[config.mk]
export PLATFORM = sky130hd
export DESIGN_NAME = rsios_supervisor
export DESIGN_NICKNAME = d
export VERILOG_FILES = /design/src/hdl/rsios_supervisor.v
export VERILOG_INCLUDE_DIRS = /design/src /design/src/include
export SDC_FILE = /design/constraint.sdc
export NUM_CORES = 1
export LEC_CHECK = 0
export BUFFER_PORTS_ARGS = -buffer_cell sky130_fd_sc_hd__buf_2
export CAP_MARGIN = 20
export CORE_ASPECT_RATIO = 2
export CORE_MARGIN = 8
export CORE_UTILIZATION = 50
export DETAILED_ROUTE_END_ITERATION = 16
export PLACE_DENSITY = 0.76
export SYNTH_ARGS = -nofsm -noshare
export SYNTH_HDL_FRONTEND = slang
export SYNTH_SLANG_ARGS = --single-unit
[constraint.sdc]
create_clock -name clk -period 2.2 [get_ports clk]
set_input_delay 0 -clock clk [delete_from_list [all_inputs] [get_ports clk]]
set_output_delay 0 -clock clk [all_outputs]
set_load 0.03 [all_outputs]
[src/include/rsios_defines.vh]
// constants for the safety and status signal supervisor
`ifndef RSIOS_DEFINES_VH
`define RSIOS_DEFINES_VH

// ----------------------------------------------------------------
// apb register map (byte addresses)
// ----------------------------------------------------------------
`define RSIOS_ADDR_CTRL      12'h000
`define RSIOS_ADDR_STATUS    12'h004
`define RSIOS_ADDR_ZONE_CFG  12'h008
`define RSIOS_ADDR_ZONE_HIT  12'h00c
`define RSIOS_ADDR_SERVICE   12'h010
`define RSIOS_ADDR_EDGE_CLR  12'h014

// ----------------------------------------------------------------
// control register fields
// ----------------------------------------------------------------
`define RSIOS_CTRL_SERVO_REQ  0
`define RSIOS_CTRL_ALARM_RST  1
`define RSIOS_CTRL_SYNC_EN    2
`define RSIOS_CTRL_START      3
`define RSIOS_CTRL_RESET      4'h0
`define RSIOS_CTRL_W          4
`define RSIOS_CLR_SKIP        0

// ----------------------------------------------------------------
// status register fields
// ----------------------------------------------------------------
`define RSIOS_ST_ESTOP        0
`define RSIOS_ST_GATE_OPEN    1
`define RSIOS_ST_AUTO         2
`define RSIOS_ST_SERVO_ON     3
`define RSIOS_ST_FAULT        4
`define RSIOS_ST_WIRING       5
`define RSIOS_ST_ADC_FAULT    6
`define RSIOS_ST_GATE_LATCH   7
`define RSIOS_ST_RUNNING      8
`define RSIOS_ST_SKIP_HELD    9
`define RSIOS_ST_STATE_LSB    12
`define RSIOS_SVC_HAND_LSB    0
`define RSIOS_SVC_AIR_LSB     4
`define RSIOS_SVC_WARN_LSB    8
`define RSIOS_PAIRS           3
`define RSIOS_ZONES           8

// ----------------------------------------------------------------
// zone configuration: first output in [2:0], last in [6:4]
// ----------------------------------------------------------------
`define RSIOS_ZONE_FIRST_LSB  0
`define RSIOS_ZONE_LAST_LSB   4
`define RSIOS_ZONE_CFG_RESET  8'h70
`define RSIOS_ZONE_CFG_W      8

// ----------------------------------------------------------------
// timing at 50 MHz
// ----------------------------------------------------------------
`define RSIOS_CLK_MHZ         50
`define RSIOS_STOP_US         100000
`define RSIOS_STOP_CYCLES     (`RSIOS_STOP_US * `RSIOS_CLK_MHZ)
`define RSIOS_MISMATCH_US     20000
`define RSIOS_MISMATCH_CYCLES (`RSIOS_MISMATCH_US * `RSIOS_CLK_MHZ)
`define RSIOS_CNT_W           24

`endif

[src/hdl/rsios_supervisor.v]
// safety and status signal supervisor with apb register access
// Notes on behaviour
// - hand fault output follows its request level
// - air pressure fault output follows request level
// - service warning asserted when parts due
// - eight zone outputs within first..last range
// - level inputs act only while on
// - edge inputs latch on off-to-on transition
// - either open halt channel halts; both wired
// - open gate channel in automatic switches servo off
// - two-channel selector chooses manual or automatic
// - fault contact open while any fault
// - halt contact open on external or pendant halt
// - mode contact open manual, closed automatic
// - sync output mirrors arm servo state
// - all contacts open when unpowered or reset
// - stop arm first, then servo off
// - early stop command raises conversion fault
// - single halt channel keeps fault raised
// - auto gate open latches fault; ordered recovery
// - selector open manual, closed automatic
`timescale 1ns/1ps
`include "rsios_defines.vh"

module rsios_supervisor #(
	parameter STOP_CYCLES     = `RSIOS_STOP_CYCLES,
	parameter MISMATCH_CYCLES = `RSIOS_MISMATCH_CYCLES
) (
	input  wire        clk,
	input  wire        rst,
	input  wire        psel,
	input  wire        penable,
	input  wire        pwrite,
	input  wire [11:0] paddr,
	input  wire [31:0] pwdata,
	output wire        pready,
	output reg  [31:0] prdata,
	output wire        pslverr,
	input  wire        estop_a,
	input  wire        estop_b,
	input  wire        gate_a,
	input  wire        gate_b,
	input  wire        mode_a,
	input  wire        mode_b,
	input  wire        skip_stop,
	input  wire        pendant_halt,
	input  wire        stop_cmd,
	input  wire        servo_off_cmd,
	input  wire        arm_stopped,
	input  wire [2:0]  hand_fault_request,
	input  wire [2:0]  air_pressure_request,
	input  wire [2:0]  parts_due,
	input  wire [7:0]  zone_inside,
	output reg  [2:0]  hand_fault_out,
	output reg  [2:0]  air_pressure_fault,
	output reg  [2:0]  service_due_warning,
	output reg  [7:0]  zone_occupancy_outputs,
	output reg         servo_enable,
	output reg         arm_stop_req,
	output reg         fault_contact,
	output reg         halt_contact,
	output reg         mode_contact,
	output reg         sync_contact
);

	// ----------------------------------------------------------------
	// sequencer states
	// ----------------------------------------------------------------
	localparam ST_OFF      = 4'h1;
	localparam ST_ON       = 4'h2;
	localparam ST_STOPPING = 4'h4;
	localparam ST_LOCKED   = 4'h8;

	reg  [3:0]                state;
	reg  [3:0]                next_state;
	reg  [3:0]                ctrl;
	reg  [7:0]                zone_cfg;
	reg                       gate_latch;
	reg                       adc_fault;
	reg                       wiring_fault;
	reg                       running;
	reg                       skip_held;
	reg                       skip_prev;
	reg                       start_prev;
	reg  [`RSIOS_CNT_W-1:0]   stop_cnt;
	reg  [31:0]               status_word;
	reg  [31:0]               service_word;
	reg  [7:0]                zone_mask;
	integer                   i;

	// ----------------------------------------------------------------
	// decode and channel logic
	// ----------------------------------------------------------------
	wire       wr     = psel && penable && pwrite;
	wire       rd     = psel && !penable && !pwrite;
	wire       wr_ctrl = wr && (paddr == `RSIOS_ADDR_CTRL);
	wire       wr_zone = wr && (paddr == `RSIOS_ADDR_ZONE_CFG);
	wire       wr_clr  = wr && (paddr == `RSIOS_ADDR_EDGE_CLR) && pwdata[`RSIOS_CLR_SKIP];
	wire       halt_ext = !estop_a || !estop_b;
	wire       halt_any = halt_ext || pendant_halt;
	wire       gate_open = !gate_a || !gate_b;
	wire       auto_mode = mode_a && mode_b;
	// channels of the halt, gate and selector pairs, in that order
	wire [2:0] chan_a = {mode_a, gate_a, estop_a};
	wire [2:0] chan_b = {mode_b, gate_b, estop_b};
	wire [2:0] pair_bad = chan_a ^ chan_b;
	wire [2:0] pair_stuck;
	wire       mismatch = |pair_bad;
	// servo stays powered through the braking phase
	wire       servo_next = (next_state == ST_ON) || (next_state == ST_STOPPING);
	wire       single_ch = estop_a ^ estop_b;
	wire       gate_trip = gate_open && auto_mode;
	wire       trip   = halt_any || gate_trip;
	wire [2:0] zfirst = zone_cfg[`RSIOS_ZONE_FIRST_LSB +: 3];
	wire [2:0] zlast  = zone_cfg[`RSIOS_ZONE_LAST_LSB +: 3];
	// hand and pneumatic requests count as faults while they stand
	wire       any_fault = halt_ext || gate_latch || adc_fault || wiring_fault || single_ch
		|| (|hand_fault_request) || (|air_pressure_request);
	wire       start_rise = ctrl[`RSIOS_CTRL_START] && !start_prev;
	// outside stop commands inside this window clash with the trip
	wire       in_window = (stop_cnt != {`RSIOS_CNT_W{1'b0}});

	// every access completes at once; unmapped ones read zero
	assign pready  = 1'b1;
	assign pslverr = 1'b0;

	// ----------------------------------------------------------------
	// register writes
	// ----------------------------------------------------------------
	always @(posedge clk) begin
		if (rst) begin
			ctrl     <= `RSIOS_CTRL_RESET;
			zone_cfg <= `RSIOS_ZONE_CFG_RESET;
		end else begin
			// alarm reset is a level: while held it keeps clearing latches
			if (wr_ctrl)
				ctrl <= pwdata[`RSIOS_CTRL_W-1:0];
			if (wr_zone)
				zone_cfg <= pwdata[`RSIOS_ZONE_CFG_W-1:0];
		end
	end

	// ----------------------------------------------------------------
	// special stop latch
	// ----------------------------------------------------------------
	always @(posedge clk) begin
		if (rst) begin
			skip_prev <= 1'b0;
			skip_held <= 1'b0;
		end else begin
			skip_prev <= skip_stop;
			// latches on a rising edge; software releases it, set wins
			if (skip_stop && !skip_prev)
				skip_held <= 1'b1;
			else if (wr_clr)
				skip_held <= 1'b0;
		end
	end

	// ----------------------------------------------------------------
	// start latch: a held start bit does not restart
	// ----------------------------------------------------------------
	always @(posedge clk) begin
		if (rst) begin
			start_prev <= 1'b0;
			running    <= 1'b0;
		end else begin
			start_prev <= ctrl[`RSIOS_CTRL_START];
			if (trip || skip_held || state != ST_ON)
				running <= 1'b0;
			else if (start_rise)
				running <= 1'b1;
		end
	end

	// ----------------------------------------------------------------
	// servo sequencer: stop arm, then drop servo
	// ----------------------------------------------------------------
	always @* begin
		next_state = state;
		case (state)
			ST_OFF: begin
				if (!trip && !gate_latch && ctrl[`RSIOS_CTRL_SERVO_REQ])
					next_state = ST_ON;
			end
			ST_ON: begin
				if (trip)
					next_state = ST_STOPPING;
				else if (!ctrl[`RSIOS_CTRL_SERVO_REQ])
					next_state = ST_OFF;
			end
			ST_STOPPING: begin
				if (arm_stopped)
					next_state = ST_LOCKED;
			end
			ST_LOCKED: begin
				// servo request must be dropped before it may be re-enabled
				if (!trip && !ctrl[`RSIOS_CTRL_SERVO_REQ])
					next_state = ST_OFF;
			end
			default: next_state = ST_OFF;
		endcase
	end

	// a trip in ON leaves the servo on until the arm reports rest
	always @(posedge clk) begin
		if (rst) begin
			state        <= ST_OFF;
			gate_latch   <= 1'b0;
			adc_fault    <= 1'b0;
			wiring_fault <= 1'b0;
			stop_cnt     <= {`RSIOS_CNT_W{1'b0}};
		end else begin
			state <= next_state;
			// gate in automatic latches an alarm; set wins over reset
			if (gate_trip)
				gate_latch <= 1'b1;
			else if (ctrl[`RSIOS_CTRL_ALARM_RST] && !gate_open)
				gate_latch <= 1'b0;
			// window after a trip in which outside stop commands clash
			if (trip && state == ST_ON)
				stop_cnt <= STOP_CYCLES[`RSIOS_CNT_W-1:0];
			else if (in_window)
				stop_cnt <= stop_cnt - 1'b1;
			if (in_window && (stop_cmd || servo_off_cmd))
				adc_fault <= 1'b1;
			else if (ctrl[`RSIOS_CTRL_ALARM_RST])
				adc_fault <= 1'b0;
			if (|pair_stuck)
				wiring_fault <= 1'b1;
			else if (ctrl[`RSIOS_CTRL_ALARM_RST] && !mismatch)
				wiring_fault <= 1'b0;
		end
	end

	// ----------------------------------------------------------------
	// per-pair disagreement timers
	// ----------------------------------------------------------------
	// one timer per pair, so a flicker on one pair cannot restart the
	// count of another that is really miswired
	genvar g;
	generate
		for (g = 0; g < `RSIOS_PAIRS; g = g + 1) begin : g_pair
			reg [`RSIOS_CNT_W-1:0] cnt;
			always @(posedge clk) begin
				if (rst)
					cnt <= {`RSIOS_CNT_W{1'b0}};
				else if (!pair_bad[g])
					cnt <= {`RSIOS_CNT_W{1'b0}};
				else if (cnt != MISMATCH_CYCLES[`RSIOS_CNT_W-1:0])
					cnt <= cnt + 1'b1;
			end
			assign pair_stuck[g] = pair_bad[g] && (cnt == MISMATCH_CYCLES[`RSIOS_CNT_W-1:0]);
		end
	endgenerate

	// ----------------------------------------------------------------
	// zone allocation and level outputs
	// ----------------------------------------------------------------
	// outputs outside first..last stay low even with the arm inside
	always @* begin
		for (i = 0; i < `RSIOS_ZONES; i = i + 1)
			zone_mask[i] = (i[2:0] >= zfirst) && (i[2:0] <= zlast);
	end

	always @(posedge clk) begin
		if (rst) begin
			hand_fault_out         <= 3'h0;
			air_pressure_fault     <= 3'h0;
			service_due_warning    <= 3'h0;
			zone_occupancy_outputs <= 8'h00;
			servo_enable           <= 1'b0;
			arm_stop_req           <= 1'b0;
		end else begin
			hand_fault_out         <= hand_fault_request;
			air_pressure_fault     <= air_pressure_request;
			service_due_warning    <= parts_due;
			zone_occupancy_outputs <= zone_inside & zone_mask;
			servo_enable           <= servo_next;
			arm_stop_req           <= (next_state == ST_STOPPING) || trip || skip_held;
		end
	end

	// ----------------------------------------------------------------
	// output contacts: high is closed, low is open
	// ----------------------------------------------------------------
	always @(posedge clk) begin
		if (rst) begin
			// contacts open out of reset, as they are when unpowered
			fault_contact <= 1'b0;
			halt_contact  <= 1'b0;
			mode_contact  <= 1'b0;
			sync_contact  <= 1'b0;
		end else begin
			fault_contact <= !any_fault;
			halt_contact  <= !halt_any;
			mode_contact  <= auto_mode;
			sync_contact  <= ctrl[`RSIOS_CTRL_SYNC_EN] && servo_next;
		end
	end

	// ----------------------------------------------------------------
	// read-back words, assembled field by field
	// ----------------------------------------------------------------
	always @* begin
		// unused bits read as zero
		status_word = 32'h0000_0000;
		status_word[`RSIOS_ST_ESTOP]      = halt_any;
		status_word[`RSIOS_ST_GATE_OPEN]  = gate_open;
		status_word[`RSIOS_ST_AUTO]       = auto_mode;
		status_word[`RSIOS_ST_SERVO_ON]   = servo_enable;
		status_word[`RSIOS_ST_FAULT]      = any_fault;
		status_word[`RSIOS_ST_WIRING]     = wiring_fault;
		status_word[`RSIOS_ST_ADC_FAULT]  = adc_fault;
		status_word[`RSIOS_ST_GATE_LATCH] = gate_latch;
		status_word[`RSIOS_ST_RUNNING]    = running;
		status_word[`RSIOS_ST_SKIP_HELD]  = skip_held;
		status_word[`RSIOS_ST_STATE_LSB +: 4] = state;
		service_word = 32'h0000_0000;
		service_word[`RSIOS_SVC_HAND_LSB +: 3] = hand_fault_out;
		service_word[`RSIOS_SVC_AIR_LSB +: 3]  = air_pressure_fault;
		service_word[`RSIOS_SVC_WARN_LSB +: 3] = service_due_warning;
	end

	// ----------------------------------------------------------------
	// apb read data, taken in setup so it stands in the access phase
	// ----------------------------------------------------------------
	always @(posedge clk) begin
		if (rst)
			prdata <= 32'h0000_0000;
		else if (rd) begin
			case (paddr)
				`RSIOS_ADDR_CTRL:     prdata <= {28'h0, ctrl};
				`RSIOS_ADDR_STATUS:   prdata <= status_word;
				`RSIOS_ADDR_ZONE_CFG: prdata <= {24'h0, zone_cfg};
				`RSIOS_ADDR_ZONE_HIT: prdata <= {24'h0, zone_occupancy_outputs};
				`RSIOS_ADDR_SERVICE:  prdata <= service_word;
				default:              prdata <= 32'h0000_0000;
			endcase
		end
	end

endmodule // rsios_supervisor

==> results of run 1 <==
sequential cells by signal, indices dropped and copies added (netlist names), 3 cells and up:
register and flops:
air_pressure_fault 3, prdata 15, zone_occupancy_outputs 8, ctrl 4, zone_cfg 8, hand_fault_out 3
service_due_warning 3, state 4, stop_cnt 24, g_pair.cnt 72
area by class of cell:
cell class | count | area, um^2 | area share, %
tap | 192 | 240 | 2.71
clock inverter | 15 | 198 | 2.23
clock buffer | 17 | 425 | 4.80
sequential | 157 | 3140 | 35.4
timing repair buffer | 148 | 956 | 10.8
multi-input combinational | 617 | 3830 | 43.2
inverter | 20 | 75.1 | 0.847
kinds of logic (layout without fill, tap and decap cells):
kind of cell / Yosys count / in the layout / synth area share, %
other: 2 / 19 / 0.104
multiplexers: 20 / 20 / 2.91
AO/OA/AOI/OAI: 123 / 123 / 10.6
flip-flops: 157 / 157 / 43.7
adder cells (fa/ha/maj): 10 / 10 / 1.74
XOR/XNOR: 66 / 66 / 8.04
AND/OR/NAND/NOR: 379 / 379 / 28.1
buffers and inverters: 71 / 200 / 4.78
worst max-delay path, delay by kind of cell (launching register included):
family | cells | cell delay (ns)
and+or+nand+nor | 3 | 1.54
DFF | 1 | 0.36
AOI/OAI and AO/OA | 1 | 0.16
worst paths after layout:
check                     from           end  depth (start not counted)
setup reg to reg  stop_cnt[12]  stop_cnt[19]                          4
hold / removal        stop_cmd     adc_fault                          3
hold reg to reg     prdata[10]    prdata[10]                          2
setup / recovery  stop_cnt[12]  stop_cnt[19]                          4
layer usage:
| metal | GRT usage [%] | wire length [um] | share of wire, % | up-vias |
|---|---|---|---|---|
| met2 | 30.6 | 8510 | 48 | 170 |
| met1 | 23.8 | 7810 | 44 | 3039 |
| met3 | 4.16 | 1000 | 5.7 | 19 |
| met4 | 6.40 | 314 | 1.8 | 0 |
| li1 | - | - | - | 3161 |
| met5 | 0 | 0 | 0 | - |
where the power goes:
| part | switching, mW | internal (mW) | leakage, nW |
|---|---|---|---|
| Combinational | 1.23 | 1.08 | 1.71 |
| Sequential | 0.222 | 3.05 | 1.28 |
| Clock | 1.23 | 1.83 | 0.300 |
timing repair:
action,CTS,global route
pin swaps,0,1
buffers inserted,1,0
endpoints found under the hold margin,34,0
resized for setup,1,8
gates cloned,0,0
endpoints found under the setup margin,3,14
hold buffers,28,0
synthesized netlist by cell type, types with 3 or more instances:
master,number
mux2i_1,13
buf_4,20
a22oi_1,13
or3_1,23
and3_1,8
mux2_2,7
a211oi_1,10
xor2_1,24
a211o_1,4
dfxtp_1,157
nor3b_1,5
nand4_1,17
nand2b_1,13
nor2_1,112
inv_1,20
o31ai_1,6
xnor2_1,42
nor2b_1,22
clkbuf_1,28
or3b_2,3
ha_1,10
and4_1,8
a21oi_1,45
a31oi_1,3
o21ai_0,26
or4_1,7
nor4_1,20
a22o_1,3
nor4b_1,12
nand2_1,42
nand3_1,37
nor3_1,31
==> flow_metrics.tcl, run 1 <==
set metrics [dict create \
    status "finished clean" \
    whs_ns 0.0144 \
    initial_utilization_pct 50.7 \
    required_ns 2.54 \
    drive_gt1_share_pct 18.1 \
    fp.coreArea_mm2 0.0142 \
    syn_inst 828 \
    chipHeight_um 186 \
    dp_cells 1105 \
    detail_route.iter0.violations 342 \
    timing.final.crit_share_pct 97.2 \
    cp_cell_sequence "or3_4 > or4_4 > or4_1 > a31oi_1" \
    crit_fanout 6 \
    slowest_delay_ns 0.59 \
    placed_area_mm2 0.00791 \
    fin_util_pct 62.5 \
    grt_pass1_wl_mm 28.6 \
    skew_ns 0.0105 \
    finalSetupViolCount 0 \
    dieArea_mm2 0.0187 \
    slew_headroom_pct 62.7 \
    hold_class "primary input to register" \
    grt_usage_pct 18.8 \
    clkTransAtPathRegs_ns 0.06 \
    num_io_pins 134 \
    clock-root-buffer "clkbuf_16" \
    synth.avg_cell_area_um2 8.69 \
    yosys_warnings 0 \
    nFillCells 1203 \
    synth-seq-cells 157 \
    max_freq_mhz 468 \
    powerDensity_mw_per_mm2 974 \
    n_antenna_cell 0 \
    gp_congestion 0.848 \
    async_flop_share_pct 0 \
    power_leakage_nw 3.29 \
    slowest_stage "or4_4" \
    vias 6389 \
    worst_slack_ns 0.0619 \
    grt_remaining_overflow 0 \
    hpwl_mm 12.7 \
    synthTopCellsByArea "dfxtp_1 (44%), nor2_1 (5.8%), xnor2_1 (5.1%)" \
    r2r_slack_ns 0.06 \
    dp_slack_ns -0.0219 \
    synth_area_mm2 0.00719 \
    mostFrequentLayoutCells "dfxtp_1 (157), nor2_1 (112), buf_2 (90)" \
    tightest_slew_ns 0.551 \
    wire_per_inst_um 15.1 \
    final_area_mm2 0.00887 \
    rows 62 \
    area_growth_pct 23.3 \
    finalNetCount 1048 \
    clock_sinks 157 \
    totalPowerFinal_mw 8.63 \
    antenna_found_initial 0 \
    critical_path.endpoint_type "register" \
    htree_levels 4 \
    maxSlewViolCount 0 \
    ir_worst_vdd_mv 0.612 \
    cts_buffers 17 \
    yosysUniqueCellTypes 59 \
    arrival_ns 2.47 \
    start_kind "register" \
    max_cap_viol_count 0 \
    hold_viol_final 0 \
    stdcell_count 1166 \
    fp.dieW_um 101 \
    grt_pass1_vias 6005 \
    ys_seq_area_share_pct 43.7 \
    synth_area_leader_cell "dfxtp_1" \
    synth_edf_count 0 \
    fin_crit_ns 2.14 \
    crit_type "register to register" \
    ant_nets 0 \
    final_common_cell "dfxtp_1" \
    drc 0 \
    rsz0062_at_grt "no" \
    firstDrtPassIters 6 \
    setup_tns_ns 0 \
    postSynth.topFlopCell "dfxtp_1" \
    cts_tree "done" \
    port_buffers 90 \
    clock_latency_ns 0.41 \
    cts_buffer_depth 2 \
    synth_top_area_share_pct 43.7 \
    wirelength_mm 17.6 \
    vias_per_cell 5.48 \
    grt_max_degree 29 \
]
(Power assumes the default switching activity.)
==> run 2: changes to the inputs <==
- BUFFER_PORTS_ARGS: -buffer_cell sky130_fd_sc_hd__buf_2 -> -buffer_cell sky130_fd_sc_hd__clkbuf_2
==> flow_metrics.tcl, run 2 (synthesis gave the netlist of run 1 again) <==
set metrics [dict create \
    wirelength_mm 17.7 \
    grt_pass1_wl_mm 29.3 \
    htree_levels 4 \
    cp_num_buf_inv 0 \
    cts_buffers 17 \
    finalSetupViolCount 0 \
    crit_type "register to register" \
    fin_crit_ns 2.16 \
    post-cts-setup-buffers 0 \
    cts_tree "done" \
    fp.dieW_um 101 \
    final_area_mm2 0.00878 \
    status "finished clean" \
    grt_remaining_overflow 0 \
    arrival_ns 2.49 \
    cp_common_cell "or4_4" \
    setup_tns_ns 0 \
    clock_latency_ns 0.41 \
    whs_ns 0.0376 \
    worstReg2RegEnd "stop_cnt[19]" \
    clock_sinks 157 \
    largest_registers "g_pair.cnt: 72 flops, stop_cnt: 24 flops, prdata: 15 flops" \
    port_buffers 90 \
    holdPathEnd "adc_fault" \
    num_io_pins 134 \
    wire_per_inst_um 15.2 \
    required_ns 2.53 \
    maxSlewViolCount 0 \
    max_cap_viol_count 0 \
    vias_per_cell 5.43 \
    r2r_cells 4 \
    crit_fanout 5 \
    slew_headroom_pct 59.1 \
    regMostFlops "g_pair.cnt" \
    hpwl_mm 12.6 \
    clock-root-buffer "clkbuf_16" \
    grt_pass1_vias 6007 \
    cpLargestDelayFamily "simple AND/OR/NAND/NOR gates" \
    cp_cell_sequence "or4_4 > or4_4 > or4_1 > a31oi_1" \
    skew_ns 0.00811 \
    rsz0062_at_grt "yes" \
    reg2reg_from "stop_cnt[7]" \
    initial_utilization_pct 50.7 \
    hold_viol_final 0 \
    cts_buffer_depth 2 \
    r2r_slack_ns 0.04 \
    clkTransAtPathRegs_ns 0.06 \
    drc 0 \
    area_growth_pct 22.1 \
    hp-start "stop_cmd" \
    rows 62 \
    detail_route.iter0.violations 332 \
    largest_reg_flops 72 \
    placed_area_mm2 0.00791 \
    whs_path_depth 3 \
    ir_worst_vdd_mv 0.738 \
    tightest_slew_ns 0.613 \
    mostFrequentLayoutCells "dfxtp_1 (157), nor2_1 (112), clkbuf_2 (90)" \
    grt_usage_pct 19.4 \
    antenna_found_initial 0 \
    critical_path.endpoint_type "register" \
    fin_util_pct 61.9 \
    max_freq_mhz 462 \
    powerDensity_mw_per_mm2 939 \
    slowest_delay_ns 0.58 \
    vias 6326 \
    slowest_stage "or4_4" \
    finalNetCount 1048 \
    chipHeight_um 186 \
    start_kind "register" \
    ant_nets 0 \
    dieArea_mm2 0.0187 \
    multi_input_area_mm2 0.00382 \
    fp.coreArea_mm2 0.0142 \
    timing.final.crit_share_pct 98.3 \
    firstDrtPassIters 5 \
    grt_max_degree 30 \
    drive_gt1_share_pct 17.7 \
    register_area_mm2 0.00314 \
    nFillCells 1225 \
    hold_class "primary input to register" \
    power_leakage_nw 3.22 \
    gp_congestion 0.838 \
    final_common_cell "dfxtp_1" \
    n_antenna_cell 0 \
]
==> run 2: cell types whose count changed in the layout (fill, tap and decap cells not counted), sizes merged <==
| cell | before | now |
|---|---|---|
| buf | 120 | 30 |
| bufinv | 3 | 0 |
| clkbuf | 17 | 109 |
| clkinv | 2 | 1 |
| clkinvlp | 2 | 7 |
| inv | 28 | 25 |
==> run 2: tightest hold or removal path: cells and delay by family <==
family | cells | cell delay [ns]
AOI/OAI and AO/OA | 2 | 0.33
buffers and inverters | 1 | 0.07
==> run 2: where the power goes <==
part	total (mW)	internal, mW	switching [mW]
registers	3.26	3.05	0.213
logic	2.30	1.07	1.24
clock network	2.69	1.49	1.19
==> run 2: final cells by class <==
| cell class | count | area share, % |
|---|---|---|
| well taps | 192 | 2.73 |
| clock inverters | 13 | 1.22 |
| clock buffers | 19 | 5.04 |
| multi-input cells | 617 | 43.5 |
| repair buffers | 148 | 10.9 |
| flip-flops and latches | 157 | 35.8 |
| inverters | 20 | 0.855 |
==> run 2: how the worst max path moves through the flow <==
stage | cells after the start | from | endpoint
floorplan | 5 | stop_cnt[7] | stop_cnt[19]
global placement | 5 | stop_cnt[7] | stop_cnt[22]
detailed placement | 4 | stop_cnt[7] | stop_cnt[19]
CTS | 4 | stop_cnt[7] | stop_cnt[19]
global route | 4 | stop_cnt[7] | stop_cnt[19]
finish | 4 | stop_cnt[7] | stop_cnt[19]
==> run 2: through the flow <==
| step | setup slack, ns | std cells | total power, mW |
|---|---|---|---|
| final | 0.0364 | 1166 | 8.25 |
| after global routing | -0.0294 | 1166 | 8.70 |
| after CTS | 0.0382 | 1166 | 8.16 |
| after detailed placement | -0.00980 | 1106 | 5.41 |
| after global placement | 0.0264 | 1106 | 5.36 |
| after floorplan | 0.00629 | 845 | 4.73 |
==> run 2: what timing repair did <==
item / in CTS / in global routing
hold buffers: 28 / 0
pin swaps: 0 / 1
endpoints found under the setup margin: 2 / 11
resized for setup: 1 / 5
hold endpoints to repair: 34 / 0
==> run 2: routing by layer <==
metal / part of all wire [%] / GRT usage, % / wire length (um)
met5: 0 / 0 / 0
met4: 1.4 / 7.26 / 242
met3: 6.2 / 4.05 / 1090
met2: 49 / 31.9 / 8730
met1: 43 / 24.1 / 7650
